## config.mk

```make
export PLATFORM = sky130hd
export DESIGN_NAME = cfo_fanout_ctrl
export DESIGN_NICKNAME = d
export VERILOG_FILES = /design/src/logic/cfo_pkg.sv /design/src/logic/cfo_sync.sv /design/src/logic/cfo_fanout_ctrl.sv
export VERILOG_INCLUDE_DIRS = /design/src /design/src/logic
export SDC_FILE = /design/constraint.sdc
export NUM_CORES = 1
export LEC_CHECK = 0
export BUFFER_PORTS_ARGS = -buffer_cell sky130_fd_sc_hd__buf_2
export CORE_MARGIN = 2
export CORE_UTILIZATION = 59
export CTS_CLUSTER_SIZE = 20
export DETAILED_ROUTE_END_ITERATION = 6
export GPL_TIMING_DRIVEN = 1
export MAX_ROUTING_LAYER = met4
export PLACE_DENSITY = 0.86
export SKIP_LAST_GASP = 1
export SLEW_MARGIN = 0
export SYNTH_ARGS = -nofsm -noshare
export SYNTH_HDL_FRONTEND = slang
export SYNTH_SLANG_ARGS = --single-unit
export TNS_END_PERCENT = 100
```

## constraint.sdc

```tcl
create_clock -name clk -period 2.2 [get_ports clk]
set_clock_uncertainty 0.15 [all_clocks]
set_input_delay 0.66 -clock clk [delete_from_list [all_inputs] [get_ports clk]]
set_output_delay 0.66 -clock clk [all_outputs]
set_load 0.02 [all_outputs]
```

## src/logic/cfo_map.svh

```systemverilog
/*
  Constants of the clock fan-out configuration block: word layout, reset values
  and pin-facing counts. Assumes inclusion by bare name from design files.
*/
// Overview of operation
// - with program mode low and serial-in low, all pairs are enabled, the first clock is routed and the control register is ignored.
// - with program mode low and serial-in high, all pairs are enabled, the second clock is routed and the control register has no effect.
// - in program mode each of the first eleven rising shift-clock edges loads serial-in into stage 10 and moves every other stage down by one.
// - a shift-clock pulse with program mode low resets the state machine, the shift register and the control register.
// - unconnected configuration pins bias the block into its default state.
// - eleven shift-clock pulses fill the shift register and the twelfth copies it into the control register.
// - the first bit shifted governs output pair nine, down to the tenth bit which governs pair zero.
// - bit 10 selects the input clock, zero for the first and one for the second.
// - the control register takes only one configuration after each reset.
`ifndef CFO_MAP_SVH
`define CFO_MAP_SVH
`define CFO_WORD_BITS     11
`define CFO_PAIRS         10
`define CFO_SEL_BIT       10
`define CFO_SHIFT_PULSES  4'hb
`define CFO_SHIFT_RESET   11'h000
`define CFO_CTRL_RESET    11'h000
`define CFO_CNT_RESET     4'h0
`define CFO_SYNC_STAGES   2
`endif

```

## src/logic/cfo_pkg.sv

```systemverilog
/*
  Types of the clock fan-out configuration block.
  Assumes cfo_map.svh is on the include path.
*/
`include "cfo_map.svh"
package cfo_pkg;
  // configuration sequencer states, one-hot
  typedef enum logic [2:0]
  {
    CFO_IDLE  = 3'h1,
    CFO_SHIFT = 3'h2,
    CFO_DONE  = 3'h4
  } cfo_state_t;

  // sampled configuration pins
  typedef struct packed
  {
    logic prog;
    logic sdi;
    logic sclk;
  } cfo_pins_t;
endpackage

```

## src/logic/cfo_sync.sv

```systemverilog
/*
  Two-flop synchroniser for a bundle of pin levels.
  Assumes the inputs are asynchronous to clk; the first stage feeds only the second.
*/
module cfo_sync #(
  parameter int           W       = 3,
  parameter logic [W-1:0] RST_VAL = '0
) (
  input  wire logic         clk,      // system clock
  input  wire logic         sys_rst,  // synchronous reset, active high
  input  wire logic [W-1:0] async_in, // raw pin levels
  output logic      [W-1:0] sync_out  // levels after two flops
);
  logic [W-1:0] meta_q;
  logic [W-1:0] meta_d;
  logic [W-1:0] sync_q;
  logic [W-1:0] sync_d;

  // next values; reset value matches the pulled pins (clock high, others low)
  always_comb
  begin
    meta_d = async_in;
    sync_d = meta_q;
  end

  always_ff @(posedge clk)
  begin
    if (sys_rst)
    begin
      meta_q <= RST_VAL; // idle pin levels, so release shows no false edge
      sync_q <= RST_VAL;
    end
    else
    begin
      meta_q <= meta_d;
      sync_q <= sync_d;
    end
  end

  assign sync_out = sync_q;
endmodule // cfo_sync

```

## src/logic/cfo_fanout_ctrl.sv

```systemverilog
/*
  Configuration logic of a two-in, ten-out clock fan-out buffer: serial shift
  register, one-shot control register and the per-pair enable / input select.
  Assumes the three configuration pins come from outside the clk domain and are
  externally biased (shift clock high, serial-in and program mode low) when open.
*/
`include "cfo_map.svh"
module cfo_fanout_ctrl #(
  parameter int PAIRS = `CFO_PAIRS,
  parameter int BITS  = `CFO_WORD_BITS
) (
  input  wire logic             clk,                // system clock, 100 MHz
  input  wire logic             sys_rst,            // synchronous reset, active high
  input  wire logic             config_shift_clock, // shift clock pin
  input  wire logic             config_serial_in,   // serial data / input select pin
  input  wire logic             config_prog_mode,   // program-mode pin, high = programmable
  output logic [PAIRS-1:0]      pair_oe_n,          // per pair: low = driving, high = hi-z
  output logic                  clock_in_sel,       // 0 = clock_in_first, 1 = clock_in_second
  output logic                  ctrl_loaded,        // control register holds a configuration
  output logic [BITS-1:0]       ctrl_word           // control register contents
);
  cfo_pkg::cfo_pins_t pins_s;
  logic [2:0]         pins_raw;
  logic [2:0]         pins_sync;

  assign pins_raw = {config_prog_mode, config_serial_in, config_shift_clock};

  // shift clock bit resets high like its pulled-up pin; a low reset would fake a rise
  cfo_sync #(.W(3), .RST_VAL(3'h1)) u_sync (
    .clk      (clk),
    .sys_rst  (sys_rst),
    .async_in (pins_raw),
    .sync_out (pins_sync)
  );
  assign pins_s = cfo_pkg::cfo_pins_t'(pins_sync);

  // edge detection on the synchronised shift clock (never on the first flop)
  logic sclk_q;
  logic sclk_d;
  logic rise;

  always_comb
  begin
    sclk_d = pins_s.sclk;
  end
  // start high so the pulled-up clock pin at release is not seen as an edge
  always_ff @(posedge clk)
  begin
    if (sys_rst)
      sclk_q <= 1'b1;
    else
      sclk_q <= sclk_d;
  end
  assign rise = pins_s.sclk & ~sclk_q;

  // configuration sequencer, shift register and control register
  cfo_pkg::cfo_state_t state_q;
  cfo_pkg::cfo_state_t state_d;
  logic [3:0]          cnt_q;
  logic [3:0]          cnt_d;
  logic [BITS-1:0]     shreg_q;
  logic [BITS-1:0]     shreg_d;
  logic [BITS-1:0]     ctrl_q;
  logic [BITS-1:0]     ctrl_d;

  always_comb
  begin
    state_d = state_q;
    cnt_d   = cnt_q;
    shreg_d = shreg_q;
    ctrl_d  = ctrl_q;
    if (rise)
    begin
      if (!pins_s.prog)
      begin
        // a clock pulse in standard mode clears everything and rearms
        state_d = cfo_pkg::CFO_IDLE;
        cnt_d   = `CFO_CNT_RESET;
        shreg_d = `CFO_SHIFT_RESET;
        ctrl_d  = `CFO_CTRL_RESET;
      end
      else
      begin
        case (state_q)
          cfo_pkg::CFO_IDLE,
          cfo_pkg::CFO_SHIFT:
          begin
            if (cnt_q == `CFO_SHIFT_PULSES)
            begin
              // twelfth pulse copies the word; no further shifting after this
              ctrl_d  = shreg_q;
              state_d = cfo_pkg::CFO_DONE;
            end
            else
            begin
              // first bit shifted ends up in bit 0 after eleven pulses
              shreg_d = {pins_s.sdi, shreg_q[BITS-1:1]};
              cnt_d   = cnt_q + 4'h1;
              state_d = cfo_pkg::CFO_SHIFT;
            end
          end
          cfo_pkg::CFO_DONE:
          begin
            state_d = cfo_pkg::CFO_DONE;
          end
          default:
          begin
            state_d = cfo_pkg::CFO_IDLE;
          end
        endcase
      end
    end
  end

  always_ff @(posedge clk)
  begin
    if (sys_rst)
    begin
      state_q <= cfo_pkg::CFO_IDLE;
      cnt_q   <= `CFO_CNT_RESET;
      shreg_q <= `CFO_SHIFT_RESET;
      ctrl_q  <= `CFO_CTRL_RESET;
    end
    else
    begin
      state_q <= state_d;
      cnt_q   <= cnt_d;
      shreg_q <= shreg_d;
      ctrl_q  <= ctrl_d;
    end
  end

  // output decode; the register only counts in program mode once loaded
  logic [PAIRS-1:0] oe_n_q;
  logic [PAIRS-1:0] oe_n_d;
  logic             sel_q;
  logic             sel_d;
  logic             loaded;

  assign loaded = (state_q == cfo_pkg::CFO_DONE);

  genvar g;
  generate
    for (g = 0; g < PAIRS; g++)
    begin : g_pair
      // bit 9-g enables pair g; unloaded or standard mode drives every pair
      always_comb
      begin
        if (pins_s.prog && loaded)
          oe_n_d[g] = ~ctrl_q[PAIRS-1-g];
        else
          oe_n_d[g] = 1'b0;
      end
    end
  endgenerate

  // standard mode: serial-in picks the input directly
  always_comb
  begin
    if (pins_s.prog && loaded)
      sel_d = ctrl_q[`CFO_SEL_BIT];
    else if (pins_s.prog)
      sel_d = 1'b0;
    else
      sel_d = pins_s.sdi;
  end

  always_ff @(posedge clk)
  begin
    if (sys_rst)
    begin
      oe_n_q <= '0;
      sel_q  <= 1'b0;
    end
    else
    begin
      oe_n_q <= oe_n_d;
      sel_q  <= sel_d;
    end
  end

  assign pair_oe_n    = oe_n_q;
  assign clock_in_sel = sel_q;
  logic [2:0] state_bits;
  assign state_bits   = state_q;
  assign ctrl_loaded  = state_bits[2]; // one-hot done bit, no decode after the flop
  assign ctrl_word    = ctrl_q;
endmodule // cfo_fanout_ctrl

```

* Word level (Yosys, flattened, before mapping)
Cells that the tools add are included.
** Word-level totals
- Bits in registers :: 47
- Input port bits :: 5
- Output and inout bits :: 23
- Word-level logic and storage cells :: 49
** Cells by class
- $add $sub $neg :: 1
- Eq/ne operators :: 7
- Muxes and demuxes :: 14
- Bitwise operators :: 13
- Reductions and logical operators :: 5
** Operators by type and width (number)
- 2-to-1 mux 11 bit :: 6
- 2-to-1 mux 4 bit :: 3
- inverter 1 bit :: 12
- 2-to-1 mux 3 bit :: 2
- != test 2 bit (second input constant) :: 3
- case mux 3 bit (2 select lines) :: 1
- AND reduction 3 bit :: 2
- adder 4 x 1 -> 4 bit (second input constant) :: 1
- == test 4 bit (second input constant) :: 1
- OR reduction 2 bit :: 2
- == test 3 x 1 -> 1 bit (second input constant) :: 1
- == test 3 x 2 -> 1 bit (second input constant) :: 1
- == test 3 bit (second input constant) :: 1
- 2-to-1 mux 1 bit :: 2
- bitwise AND 1 bit :: 1
- logical AND 1 bit :: 1

* Longest topological paths before layout
- Word-level depth :: 4
- Gate-level depth with buffers :: 5

* By module
Synthesis repeated with hierarchy kept, for this count alone.
** Unflattened totals
- Cell total of the unflattened synthesis :: 161
- Area total of the unflattened synthesis :: 1622.8 um^2
** Modules (own cells, without submodules)
- cfo_fanout_ctrl :: times used 1, cells each 149, area an instance 1465.2 um^2, seq. area each 820.8 um^2
- cfo_sync :: times used 1, cells each 12, area an instance 157.7 um^2, seq. area each 120.1 um^2

* Least setup slack after synthesis
No wires, ideal clock.
- Kind :: input to register
- Start point :: input port sys_rst
- End point :: register ctrl_q[10], in the netlist ctrl_word[10]
- Library setup time :: 0.072 ns
- Arrival time :: 1.404 ns
- Required time :: 1.978 ns
- Setup slack :: 0.575 ns
- Cell stages on the path :: 4
- Path buffers :: 1
- Cells stage by stage :: nor2b_1 clkbuf_1 nand2_1 mux2i_1
** RTL lines
- start, declared :: line cfo_fanout_ctrl.sv:13 : input wire logic sys_rst,
- end signal, assigned :: line cfo_fanout_ctrl.sv:122 : ctrl_q <= `CFO_CTRL_RESET;
- end signal, assigned :: line cfo_fanout_ctrl.sv:129 : ctrl_q <= ctrl_d;
- end, declared :: line cfo_fanout_ctrl.sv:63 : logic [BITS-1:0] ctrl_q;

* Worst setup path in the final report
- Start point :: register u_sync.sync_q[0], in the netlist u_sync.sync_out[0]
- End point :: register ctrl_q[0], in the netlist ctrl_word[0]
** Between the ends
- Cells in the longest elaborated chain, start to end :: 2
** Ends and longest elaborated chain
- start, declared :: line cfo_sync.sv:16 : logic [W-1:0] sync_q;
- start signal, assigned :: line cfo_sync.sv:36 : sync_q <= sync_d;
- bitwise AND 1 bit :: line cfo_fanout_ctrl.sv:54 : assign rise = pins_s.sclk & ~sclk_q;
- AND reduction 3 bit (no source line)
No other way between the ends.
A chain may end at the register's enable or synchronous reset.

==> flow_summary.ini <==
[drt]
vias_per_cell = 5.58
wirelength_mm = 3.64
ant_nets = 0
drcViolationCount = 0
drtIter0Drc = 57
dr.pass1.iters = 4
num_vias = 1389
drt-wirelength-per-cell_um = 14.6

[sta]
tns_ns = 0
setup_slack_ns = 0.361
period_needed_ns = 1.84
finalCritPeriodShare_pct = 83.6
max-slew-margin-rel_pct = 66.7
hold_viol = 0
setup_viol = 0
tightest_slew_ns = 0.493
rsz0062_at_grt = false
maxSlewViolCount = 0
fmax_mhz = 544

[synth]
synth-edff-count = 0
synth.cell_area_mm2 = 0.00187
syn_nets = 184
seq_area_frac_synth_pct = 50.4
ys_async_sr_fraction_pct = 0
synthFlopType = dfxtp_1
ys_warn_count = 0
synth_cell_types = 36
synthCells = 178
ys_ff_latch = 47
avgSynthCellArea_um2 = 10.5

[die]
start_util_pct = 61.7
fp.dieH_um = 60.3
boundaryPins = 28
core_area_mm2 = 0.00303
rows = 20
fp.dieW_um = 60.3
dieArea_mm2 = 0.00363

[placed_design]
place_ws_ns = 0.335
post-dp-hpwl_mm = 2.36
place.gp.congestion = 0.809
io_buffers = 27

[min_path]
min_path_type = flip-flop to flip-flop

[critical_path]
crit_chain = nor3b_2 > nand3_2 > mux2i_1
cpPeakStageDelay_ns = 0.47
crit_required_ns = 2.35
crit_type = flip-flop to flip-flop
arrival_ns = 1.99
worst-path-buf-inv = 0
critPathMaxFanout = 11
cp-start-kind = flip-flop
end_kind = flip-flop
crit_family = simple AND/OR/NAND/NOR gates
slowest_stage = nand3_2

[clocking]
clockBufferDepth = 2
cts_tree = built
numCtsBuffers = 5
path_clk_slew_ns = 0.14
insertion_delay_ns = 0.37
cts_sinks = 47
cts_resized = 0
cts_root_buf = clkbuf_4
htreeDepth = 2
cts_setup_buffers = 0
ctsHoldBuffers = 0

[cells_and_area]
most-common-layout-cells = 47 x dfxtp_1, 27 x buf_2, 25 x nand3b_1
fillCellCount = 240
area_delta_synth_final_pct = 13.7
final_common_cell = dfxtp_1
diodes = 0
drive_gt1_share_pct = 22.4
final_core_util_pct = 70.1
final_net_count = 210

[global_routing]
grt-ovfl-total = 0
grtUsageTotal_pct = 23.7
grt_pass1_wl_mm = 6.11
grt_pass1_vias = 1370
grt_max_degree = 25
grt_antenna_before_repair = 0

[pwr]
peakVddDrop_mv = 0.571
power_density_mw_per_mm2 = 727
p_leak_nw = 0.988

[job]
drv_cap = 0

[run_status]
outcome = finished, final reports clean
-- worst register-to-register path: stages, from the launching register on --
cell,delay (ns)
dfxtp_1,0.41
nor3b_2,0.45
nand3_2,0.47
mux2i_1,0.30
-- path summary, 6_finish.rpt --
check        depth (start not counted)  slack, ns                     startpoint                   endpoint
max                                  3       0.36  u_sync.sync_out[0]$_SDFF_PP1_  ctrl_word[0]$_SDFFE_PP0P_
min                                  1       0.29      ctrl_word[6]$_SDFFE_PP0P_    pair_oe_n[3]$_SDFF_PP0_
max reg2reg                          3       0.36  u_sync.sync_out[0]$_SDFF_PP1_  ctrl_word[0]$_SDFFE_PP0P_
min reg2reg                          1       0.29      ctrl_word[6]$_SDFFE_PP0P_    pair_oe_n[3]$_SDFF_PP0_
-- flip-flops by register name, summed over array words and instances, names as in the netlist --
| name | flops |
|---|---|
| ctrl_word | 11 |
| shreg_q | 11 |
| pair_oe_n | 10 |
| cnt_q | 4 |
| state_bits | 3 |
| u_sync.meta_q | 3 |
| u_sync.sync_out | 3 |
| clock_in_sel | 1 |
| sclk_q | 1 |
-- per-layer routing --
metal | routed length [µm] | vias up | global-route usage [%]
met2 | 1870 | 23 | 40.1
li1 | - | 670 | -
met3 | 90 | 7 | 4.76
met1 | 1610 | 689 | 26.6
met5 | 0 | - | -
met4 | 76 | 0 | 11.1
-- layout make-up --
type                    instances  area [µm²]  share of cell area [%]
clock buffers                   6        41.3                    1.95
clock inverters                 2        60.1                    2.83
inverters                       2        7.51                   0.354
multi-input cells             118         860                    40.5
flip-flops and latches         47         941                    44.3
well taps                      44        55.1                    2.59
repair buffers                 30         158                    7.43
-- logic make-up after synthesis --
group	Yosys count	synth area share [%]
buf+inv	13	3.55
mux	24	12.9
fa+ha+maj	1	0.670
simple gates	83	28.4
xor+xnor	1	0.872
compound gates	9	3.28
flops	47	50.4
-- cell usage after synthesis, types with 2 or more instances --
cell | n | area [µm²]
mux2i_1 | 24 | 240
nand3b_1 | 25 | 188
or2_2 | 3 | 18.8
a21oi_1 | 4 | 20.0
buf_2 | 2 | 10.0
buf_6 | 2 | 22.5
nor4_1 | 2 | 12.5
nor3b_1 | 5 | 37.5
nand2b_1 | 2 | 12.5
clkbuf_1 | 6 | 22.5
nor2_1 | 11 | 41.3
nand2_1 | 15 | 56.3
nor2b_1 | 5 | 31.3
dfxtp_1 | 47 | 941
inv_1 | 2 | 7.51
nand3_1 | 3 | 15.0
-- stage by stage --
step / std cells / power, mW / instance area (µm²) / hold WS, ns
after global routing: 249 / 1.58 / 2120 / 0.300
after floorplan: 178 / 0.915 / 1870 / 0.239
final: 249 / 1.54 / 2120 / 0.291
after CTS: 249 / 1.55 / 2120 / 0.296
after detailed placement: 241 / 0.927 / 2020 / 0.254
after global placement: 241 / 0.925 / 2020 / 0.241
-- power breakdown --
part           switching [mW]  internal (mW)
combinational          0.0241         0.0217
clock                   0.280          0.355
sequential            0.00478          0.858
Power figures use the tool's default switching activity.
